## src/inc/gcal_pkg.sv

```systemverilog
// Constants, state encodings and storage map for the calibration storage block
package gcal_pkg;

   // Word indices of system register / nonvolatile words (byte address = 4 * index)
   localparam logic [5:0] IDX_SLOT = 6'h02;
   localparam logic [5:0] IDX_TCAL = 6'h04;
   localparam logic [5:0] IDX_TSEL = 6'h09;
   localparam logic [5:0] IDX_SCQB = 6'h2E;
   localparam logic [5:0] IDX_BLIN = 6'h2F;
   localparam logic [5:0] IDX_BCON = 6'h30;
   localparam logic [5:0] IDX_SLIN = 6'h31;
   localparam logic [5:0] IDX_SCON = 6'h32;
   localparam logic [5:0] IDX_MIDTEMP = 6'h33;
   // Block's own command and status words
   localparam logic [5:0] IDX_PROG = 6'h3C;
   localparam logic [5:0] IDX_STAT = 6'h3D;

   // Storage entry numbers, in boot copy order
   localparam int NUM_ENTRY = 9;
   localparam logic [3:0] ENT_SLOT = 4'h0;
   localparam logic [3:0] ENT_TCAL = 4'h1;
   localparam logic [3:0] ENT_TSEL = 4'h2;
   localparam logic [3:0] ENT_SCQB = 4'h3;
   localparam logic [3:0] ENT_BLIN = 4'h4;
   localparam logic [3:0] ENT_BCON = 4'h5;
   localparam logic [3:0] ENT_SLIN = 4'h6;
   localparam logic [3:0] ENT_SCON = 4'h7;
   localparam logic [3:0] ENT_MIDTEMP = 4'h8;

   // Field positions
   localparam int SLOT_LSB = 8;
   localparam int BYPASS_BIT = 27;
   localparam int TGAIN_LSB = 2;
   localparam int TOFS_LSB = 16;
   localparam int TSEL_BIT = 2;
   localparam int TGAIN_FRAC = 9;
   localparam int TEMP_LSB_PER_DEG = 20;

   // Status word bits
   localparam int STAT_BOOTED = 0;
   localparam int STAT_BUSY = 1;
   localparam int STAT_DIRTY = 2;
   localparam int STAT_REFUSED = 3;
   localparam int STAT_FULL = 4;

   // Factory and limit values
   localparam logic [7:0] SLOT_FACTORY = 8'h01;
   localparam logic [7:0] SLOT_FULL = 8'hFF;
   localparam logic [11:0] TGAIN_FACTORY = 12'h800;
   localparam logic [11:0] TOFS_FACTORY = 12'h000;
   localparam logic [31:0] WORD_ZERO = 32'h0000_0000;
   localparam logic [NUM_ENTRY-1:0][31:0] MTP_FACTORY = {
      {6{WORD_ZERO}},
      WORD_ZERO,
      (32'(TOFS_FACTORY) << TOFS_LSB) | (32'(TGAIN_FACTORY) << TGAIN_LSB),
      32'(SLOT_FACTORY) << SLOT_LSB};

   // Nonvolatile program time
   localparam int CLK_PERIOD_NS = 50;
   localparam int PROG_TIME_NS = 500;
   localparam int PROG_CYCLES = (PROG_TIME_NS + CLK_PERIOD_NS - 1) / CLK_PERIOD_NS;
   localparam logic [3:0] TMR_LAST = 4'(PROG_CYCLES - 1);

   // Control states
   typedef enum logic [1:0] {ST_BOOT, ST_RUN, ST_PROG} gcal_state_t;

endpackage

```

## src/verilog/gcal_mtp_store.sv

```systemverilog
// Multi-time-programmable storage words with a pending-coefficient flag
module gcal_mtp_store import gcal_pkg::*; (
   // Clock and storage power-on state
   input wire logic ref_clk,
   input wire logic mtp_por_n,
   // Program port
   input wire logic wr_en,
   input wire logic [3:0] wr_entry,
   input wire logic [31:0] wr_data,
   input wire logic dirty_set,
   input wire logic dirty_clr,
   // Read port
   input wire logic [3:0] rd_entry,
   output logic [31:0] rd_data,
   output logic dirty
);

   logic [31:0] mem [NUM_ENTRY];
   logic dirty_ff;

   // One word per entry; a program overwrites it, so the old value is gone for good
   for (genvar i = 0; i < NUM_ENTRY; i++) begin : g_word
      always_ff @(posedge ref_clk or negedge mtp_por_n) begin
         if (!mtp_por_n) begin
            mem[i] <= MTP_FACTORY[i];
         end else if (wr_en && wr_entry == 4'(i)) begin
            mem[i] <= wr_data;
         end
      end
   end

   // Set wins over clear: a coefficient program must never look committed
   always_ff @(posedge ref_clk or negedge mtp_por_n) begin
      if (!mtp_por_n) begin
         dirty_ff <= 1'b0;
      end else if (dirty_set) begin
         dirty_ff <= 1'b1;
      end else if (dirty_clr) begin
         dirty_ff <= 1'b0;
      end
   end

   // Asynchronous read, out-of-range entries read as zero
   assign rd_data = (rd_entry < 4'(NUM_ENTRY)) ? mem[rd_entry] : WORD_ZERO;
   assign dirty = dirty_ff;

endmodule

```

## src/verilog/gcal_calib_top.sv

```systemverilog
// Calibration storage, boot copy, programming and output selection for a rate sensor
//
// Operation
// - At most seven reprogrammings after factory programming; then none.
// - Slot counter is thermometer coded, one more low bit per programming.
// - Quadratic scale and bias share one word, programmed together once.
// - New coefficients apply only if slot counter was correctly advanced.
// - Newly programmed coefficients take effect only after the next reset.
// - Programming overwrites stored words; old values are lost.
// - Selectable bypass presents raw rate at the output.
// - Temperature output is uncalibrated by default; relative value suffices.
// - Calibrated temperature is raw times stored gain plus stored offset.
// - Calibrated temperature scales at twenty counts per degree.
// - Gain is stored times two to the ninth, offset as is, unsigned.
// - Volatile gain and offset apply at once for a verification pass.
// - After reset, stored settings copy into system registers before valid output.
// - Calibrated-temperature select zero disables, one enables calibrated output.
// - Rate select zero gives calibrated rate, one gives raw rate.
module gcal_calib_top import gcal_pkg::*; (
   // Clock and resets
   input wire logic ref_clk,
   input wire logic rstn,
   input wire logic mtp_por_n,
   // APB slave
   input wire logic psel,
   input wire logic penable,
   input wire logic pwrite,
   input wire logic [7:0] paddr,
   input wire logic [31:0] pwdata,
   output logic pready,
   output logic [31:0] prdata,
   output logic pslverr,
   // Sensor data path
   input wire logic [23:0] raw_rate,
   input wire logic [15:0] raw_temp,
   output logic [23:0] rate_out,
   output logic [15:0] temp_out,
   output logic out_valid
);

   typedef struct packed {
      gcal_state_t st;
      logic [NUM_ENTRY-1:0][31:0] sys;
      logic [29:0] act_bcon;
      logic act_ok;
      logic [7:0] cnt;
      logic [3:0] ent;
      logic [3:0] tmr;
      logic [31:0] pdata;
      logic refused;
      logic [31:0] rdata;
      logic [23:0] rate;
      logic [15:0] temp;
      logic valid;
   } gcal_regs_t;

   gcal_regs_t r_ff;
   gcal_regs_t nxt_r;

   logic [5:0] idx;
   logic [4:0] dec;
   logic [4:0] pdec;
   logic acc;
   logic prog_req;
   logic prog_start;
   logic [31:0] prog_word;
   logic [31:0] stat_word;
   logic [3:0] mtp_rd_entry;
   logic [31:0] mtp_rd_data;
   logic mtp_dirty;
   logic mtp_wr;
   logic mtp_dirty_set;
   logic mtp_dirty_clr;
   logic [7:0] new_slot;
   logic [11:0] tgain;
   logic [11:0] tofs;
   logic [27:0] tprod;
   logic [15:0] tcal;
   logic rate_raw_sel;

   // Word index to storage entry, bit 4 flags a hit
   function automatic logic [4:0] map_idx(input logic [5:0] a);
      if (a == IDX_SLOT) begin
         map_idx = {1'b1, ENT_SLOT};
      end else if (a == IDX_TCAL) begin
         map_idx = {1'b1, ENT_TCAL};
      end else if (a == IDX_TSEL) begin
         map_idx = {1'b1, ENT_TSEL};
      end else if (a == IDX_SCQB) begin
         map_idx = {1'b1, ENT_SCQB};
      end else if (a == IDX_BLIN) begin
         map_idx = {1'b1, ENT_BLIN};
      end else if (a == IDX_BCON) begin
         map_idx = {1'b1, ENT_BCON};
      end else if (a == IDX_SLIN) begin
         map_idx = {1'b1, ENT_SLIN};
      end else if (a == IDX_SCON) begin
         map_idx = {1'b1, ENT_SCON};
      end else if (a == IDX_MIDTEMP) begin
         map_idx = {1'b1, ENT_MIDTEMP};
      end else begin
         map_idx = 5'h00;
      end
   endfunction

   // Nonvolatile words; the boot walk reads them, program commits write them
   gcal_mtp_store u_store (
      .ref_clk(ref_clk),
      .mtp_por_n(mtp_por_n),
      .wr_en(mtp_wr),
      .wr_entry(r_ff.ent),
      .wr_data(r_ff.pdata),
      .dirty_set(mtp_dirty_set),
      .dirty_clr(mtp_dirty_clr),
      .rd_entry(mtp_rd_entry),
      .rd_data(mtp_rd_data),
      .dirty(mtp_dirty)
   );

   // Bus decode; the bus stalls until the boot copy has finished
   assign idx = paddr[7:2];
   assign dec = map_idx(idx);
   assign pdec = map_idx(pwdata[5:0]);
   assign acc = psel && penable && (r_ff.st != ST_BOOT);
   assign pready = acc;
   assign pslverr = acc && !dec[4] && (idx != IDX_PROG) && (idx != IDX_STAT);
   assign prdata = r_ff.rdata;
   // A refused command leaves a sticky flag, since a host that only polls busy would miss it
   assign prog_req = acc && pwrite && (idx == IDX_PROG);
   assign prog_start = prog_req && (r_ff.st == ST_RUN) && pdec[4] && (r_ff.cnt != SLOT_FULL);
   assign prog_word = r_ff.sys[pdec[3:0]];
   assign mtp_rd_entry = r_ff.ent;

   // Status word seen by software
   always_comb begin
      stat_word = WORD_ZERO;
      stat_word[STAT_BOOTED] = (r_ff.st != ST_BOOT);
      stat_word[STAT_BUSY] = (r_ff.st == ST_PROG);
      stat_word[STAT_DIRTY] = mtp_dirty;
      stat_word[STAT_REFUSED] = r_ff.refused;
      stat_word[STAT_FULL] = (r_ff.cnt == SLOT_FULL);
   end

   // Temperature path runs from the volatile words so a trial calibration shows at once
   assign tgain = r_ff.sys[ENT_TCAL][TGAIN_LSB +: 12];
   assign tofs = r_ff.sys[ENT_TCAL][TOFS_LSB +: 12];
   assign tprod = 28'(raw_temp) * 28'(tgain);
   assign tcal = 16'(tprod[TGAIN_FRAC +: 16] + 16'(tofs));
   // Raw rate when bypassed, or when the last coefficient set was never committed
   assign rate_raw_sel = r_ff.sys[ENT_SLOT][BYPASS_BIT] || !r_ff.act_ok;
   assign new_slot = r_ff.pdata[SLOT_LSB +: 8];

   // Next-state logic
   always_comb begin
      nxt_r = r_ff;
      mtp_wr = 1'b0;
      mtp_dirty_set = 1'b0;
      mtp_dirty_clr = 1'b0;
      // Read data is captured while selected, so it stands through the access phase
      if (psel) begin
         if (dec[4]) begin
            nxt_r.rdata = r_ff.sys[dec[3:0]];
         end else if (idx == IDX_STAT) begin
            nxt_r.rdata = stat_word;
         end else begin
            nxt_r.rdata = WORD_ZERO;
         end
      end
      case (r_ff.st)
         ST_BOOT: begin
            // One stored word per cycle into the system registers
            nxt_r.sys[r_ff.ent] = mtp_rd_data;
            if (r_ff.ent == ENT_SLOT) begin
               nxt_r.cnt = mtp_rd_data[SLOT_LSB +: 8];
            end
            // Only the boot walk updates the coefficients in use
            if (r_ff.ent == ENT_BCON) begin
               nxt_r.act_bcon = mtp_rd_data[29:0];
            end
            if (r_ff.ent == ENT_MIDTEMP) begin
               nxt_r.st = ST_RUN;
               nxt_r.act_ok = !mtp_dirty;
               nxt_r.ent = ENT_SLOT;
            end else begin
               nxt_r.ent = r_ff.ent + 4'h1;
            end
         end
         ST_PROG: begin
            if (r_ff.tmr == TMR_LAST) begin
               mtp_wr = 1'b1;
               nxt_r.st = ST_RUN;
               if (r_ff.ent == ENT_SLOT) begin
                  nxt_r.cnt = new_slot;
                  // A single thermometer step validates the pending coefficient set
                  mtp_dirty_clr = (new_slot == {r_ff.cnt[6:0], 1'b1});
               end else if (r_ff.ent >= ENT_SCQB) begin
                  mtp_dirty_set = 1'b1;
               end
            end else begin
               nxt_r.tmr = r_ff.tmr + 4'h1;
            end
         end
         default: begin
         end
      endcase
      // Register writes; the program command latches the word at command time
      if (acc && pwrite) begin
         if (dec[4]) begin
            nxt_r.sys[dec[3:0]] = pwdata;
         end else if (idx == IDX_STAT && pwdata[STAT_REFUSED]) begin
            nxt_r.refused = 1'b0;
         end
      end
      if (prog_start) begin
         nxt_r.st = ST_PROG;
         nxt_r.ent = pdec[3:0];
         nxt_r.tmr = 4'h0;
         nxt_r.pdata = prog_word;
      end else if (prog_req) begin
         nxt_r.refused = 1'b1;
      end
      // Output selection, registered
      nxt_r.rate = rate_raw_sel ? raw_rate : 24'(raw_rate - r_ff.act_bcon[23:0]);
      nxt_r.temp = r_ff.sys[ENT_TSEL][TSEL_BIT] ? tcal : raw_temp;
      nxt_r.valid = (r_ff.st != ST_BOOT);
   end

   // State register; a reset restarts the boot copy
   always_ff @(posedge ref_clk or negedge rstn) begin
      if (!rstn) begin
         r_ff <= '{st: ST_BOOT, default: '0};
      end else begin
         r_ff <= nxt_r;
      end
   end

   assign rate_out = r_ff.rate;
   assign temp_out = r_ff.temp;
   assign out_valid = r_ff.valid;

   // Checks
   localparam int PROG_WAIT = PROG_CYCLES;
   localparam int BOOT_LEN = NUM_ENTRY;
   logic [27:0] chk_tprod;
   logic [15:0] chk_tcal;
   assign chk_tprod = 28'(raw_temp) * 28'(r_ff.sys[ENT_TCAL][TGAIN_LSB +: 12]);
   assign chk_tcal = 16'(chk_tprod[27:9] + 19'(r_ff.sys[ENT_TCAL][TOFS_LSB +: 12]));
endmodule

```

## config.mk

```make
export PLATFORM = sky130hd
export DESIGN_NAME = gcal_calib_top
export DESIGN_NICKNAME = d
export VERILOG_FILES = /design/src/inc/gcal_pkg.sv /design/src/verilog/gcal_mtp_store.sv /design/src/verilog/gcal_calib_top.sv
export SDC_FILE = /design/constraint.sdc
export NUM_CORES = 2
export LEC_CHECK = 0
export BUFFER_PORTS_ARGS = -buffer_cell sky130_fd_sc_hd__buf_2
export CAP_MARGIN = 20
export CORE_ASPECT_RATIO = 1.2
export CORE_MARGIN = 2
export CORE_UTILIZATION = 50
export DETAILED_ROUTE_END_ITERATION = 7
export MAX_ROUTING_LAYER = met4
export PLACE_DENSITY = 0.64
export SLEW_MARGIN = 10
export SYNTH_ARGS = -nofsm -noshare
export SYNTH_HDL_FRONTEND = slang
export SYNTH_HIERARCHICAL = 1
export SYNTH_SLANG_ARGS = --single-unit
```

## constraint.sdc

```tcl
create_clock -name ref_clk -period 8.87 [get_ports ref_clk]
set_input_delay 0.4435 -clock ref_clk [delete_from_list [all_inputs] [get_ports ref_clk]]
set_output_delay 0.4435 -clock ref_clk [all_outputs]
set_load 0.03 [all_outputs]
```

==> out/metrics.csv <==
metric;value;unit
H-tree levels;3;
PostCTS Resize Cnt;0;
YS warnings;6;
Critical Path Start;r_ff[190];
number of synthesized flops with an enable pin;0;
r2r endpoint;temp_out[15];
Final period util;0.875;
reg2reg setup slack;1.11;ns
Tmin final;7.76;ns
Worst VDD drop;0.00117;V
GRT Total Usage;0.300;
register bit total from synthesis;726;
post-synthesis instance total;4430;
worst-path fanout max;19;
RSZ-0062 raised after global routing;false;
Slew Limit Fails;0;
Sum Neg Setup Slack;0;ns
GRT overflow;0;
worst setup path end;temp_out[15];
post-DR wirelength/cell;24.0;um
RD Place Congestion;0.877;
io pins;161;
Seq/Total Area, Yosys;0.407;
Slew @ Worst Pin;1.20;ns
R2R depth;29;
largest net degree at the start of global routing;173;
DR iter-0 viols;3043;
buffer depth of the longest clock path;3;
core area;88900;sq um
critical path class;register to register;
clk_skew;0.0365;ns
row cnt;120;
Worst-path clk slew;0.06;ns
commonest non-fill, non-tap cell in the layout;dfrtp_1;
router iterations before antenna repair;6;
worst r2r src;r_ff[190];
Syn Area/Cell;10.1;sq um
Skew-Pair Late Insertion Delay;0.65;ns
Initial Util;0.502;
Post-Syn Nets;4746;
final net count;4640;
Leakage;23.6;nW
max incr delay on CP;0.82;ns
Routed WL;134;mm
initial antenna violation count;19;
root buf cell;clkbuf_16;
Vias/cell;6.00;
outcome;finished clean;
Relative slew margins;0.201;
Top FF cell, synth;dfrtp_1;
Area Overhead vs Synth;9.32;%
DIE AREA;91700;sq um
commonest non-fill, non-tap cells in the layout;dfrtp_1 (722), mux2i_1 (511), nand2_1 (441);
post-DP HPWL;81.0;mm
cell mode on critical path;fa_1;
CP max stage cell;dfrtp_1;
Cell variety after synth;77;
detailed-route via count;33400;
vias in the first global route;33400;
CTS tree;built;
startpoint types;register;
Die Wd;277;um
first-pass GRT wire length;205;mm
share of layout cells above drive strength 1;0.175;
die span in y;331;um
final hold vios;0;
Post-synth ARST share;1.00;
Util after Layout;0.549;
Setup crit end kind;register;
Final Setup Violations;0;
antenna-violating nets left;0;
Worst Hold Class;primary input to register;
Max-Cap Viols;0;
# DRC;0;
clock sinks;726;
CTS buffer count;78;
pwr/cell area;326;nW/um^2
CP Data Required Time;9.37;ns
Fmax achieved;0.129;GHz
# port buffers;158;
Cell Area, Synth;44600;sq um
CP arrival;8.26;ns
[cells in the mapped netlist, types with 62 or more instances]
cell type  instances  share of area
a21oi_1          275          0.031
fa_1             139          0.062
buf_4             97          0.016
clkbuf_1         279          0.023
nor2_1           370          0.031
and2_1            66         0.0092
dfrtp_1          724           0.41
o21ai_0          254          0.028
inv_1            231          0.019
nand2_1          454          0.038
ha_1              91          0.026
a22o_1            63          0.012
o31ai_1           62          0.010
mux2_2           262          0.066
mux2i_1          511           0.11
[sequential cells by signal, summed over array words and instances, names as in the netlist]
| register | flops |
|---|---|
| out_valid | 1 |
| mtp_rd_entry | 4 |
| r_ff | 352 |
| rate_out | 24 |
| prdata | 32 |
| temp_out | 16 |
| u_store/dirty | 1 |
| u_store/mem | 288 |
| new_slot | 8 |
[report_power, final]
part,total [mW],internal (mW),leakage [nW],switching [mW]
registers,3.69,3.57,8.57,0.119
clock network,3.69,2.22,1.42,1.47
logic,8.54,3.87,13.6,4.67
[per-layer routing]
metal | up-vias | share of wire | global-route usage
met5 | - | 0 | -
li1 | 15000 | - | -
met1 | 16700 | 0.42 | 0.396
met3 | 268 | 0.077 | 0.0542
met4 | 0 | 0.038 | 0.114
met2 | 1328 | 0.46 | 0.461
[kinds of logic after synthesis]
logic type,after synthesis,synth area share
AND/OR/NAND/NOR,1032,0.0986
AO/OA/AOI/OAI,868,0.118
multiplexers,847,0.210
flip-flops,726,0.407
buffers and inverters,665,0.0663
adder cells (fa/ha/maj),230,0.0878
XOR/XNOR,62,0.0123
[how the worst min path moves through the flow]
| stage | endpoint | slack, ns | cells past startpoint | from |
|---|---|---|---|---|
| CTS | rate_out[14] | 0.002 | 3 | raw_rate[14] |
| finish | rate_out[5] | 0.03 | 3 | raw_rate[5] |
| detailed placement | u_store/mem[181] | 0.48 | 1 | u_store/mem[181] |
| global placement | u_store/mem[187] | 0.46 | 1 | u_store/mem[187] |
| floorplan | mtp_rd_entry[0] | 0.15 | 0 | rstn |
| global route | rate_out[14] | 0.04 | 3 | raw_rate[14] |
[what timing repair did]
action                                 CTS  global route
endpoints found under the hold margin  215             0
hold buffers                             7             0
buffers inserted                         0             0
[metrics by stage]
stage	cells	setup WS, ns	total power [mW]	hold WS [ns]	instance area (sq um)
final	5565	1.11	15.9	0.0287	48800
after global routing	5561	0.550	17.2	0.0384	48800
after CTS	5544	1.15	16.0	0.00157	48700
after detailed placement	5392	1.18	12.2	0.477	45700
after global placement	5391	1.28	12.2	0.465	45700
after floorplan	4430	1.95	10.3	0.148	44600
[worst max-delay path, delay by kind of cell (launching register included)]
kind,cells,cell delay [ns]
AND/OR/NAND/NOR,9,1.86
multiplexers,1,0.07
XOR/XNOR,1,0.09
AO/OA/AOI/OAI,10,2.03
adder cells (fa/ha/maj),7,2.72
flip-flops,1,0.82
buffers and inverters,1,0.04
[area by class of cell]
cell class / instances / area, sq um
Tap cell: 1159 / 1450
Multi-Input combinational cell: 3039 / 23800
Fill cell: 7845 / 40100
Clock inverter: 45 / 702
Timing Repair Buffer: 248 / 1590
Inverter: 231 / 867
Clock buffer: 100 / 2210
Antenna cell: 17 / 42.5
Sequential cell: 726 / 18200
Power figures use the tool's default switching activity.
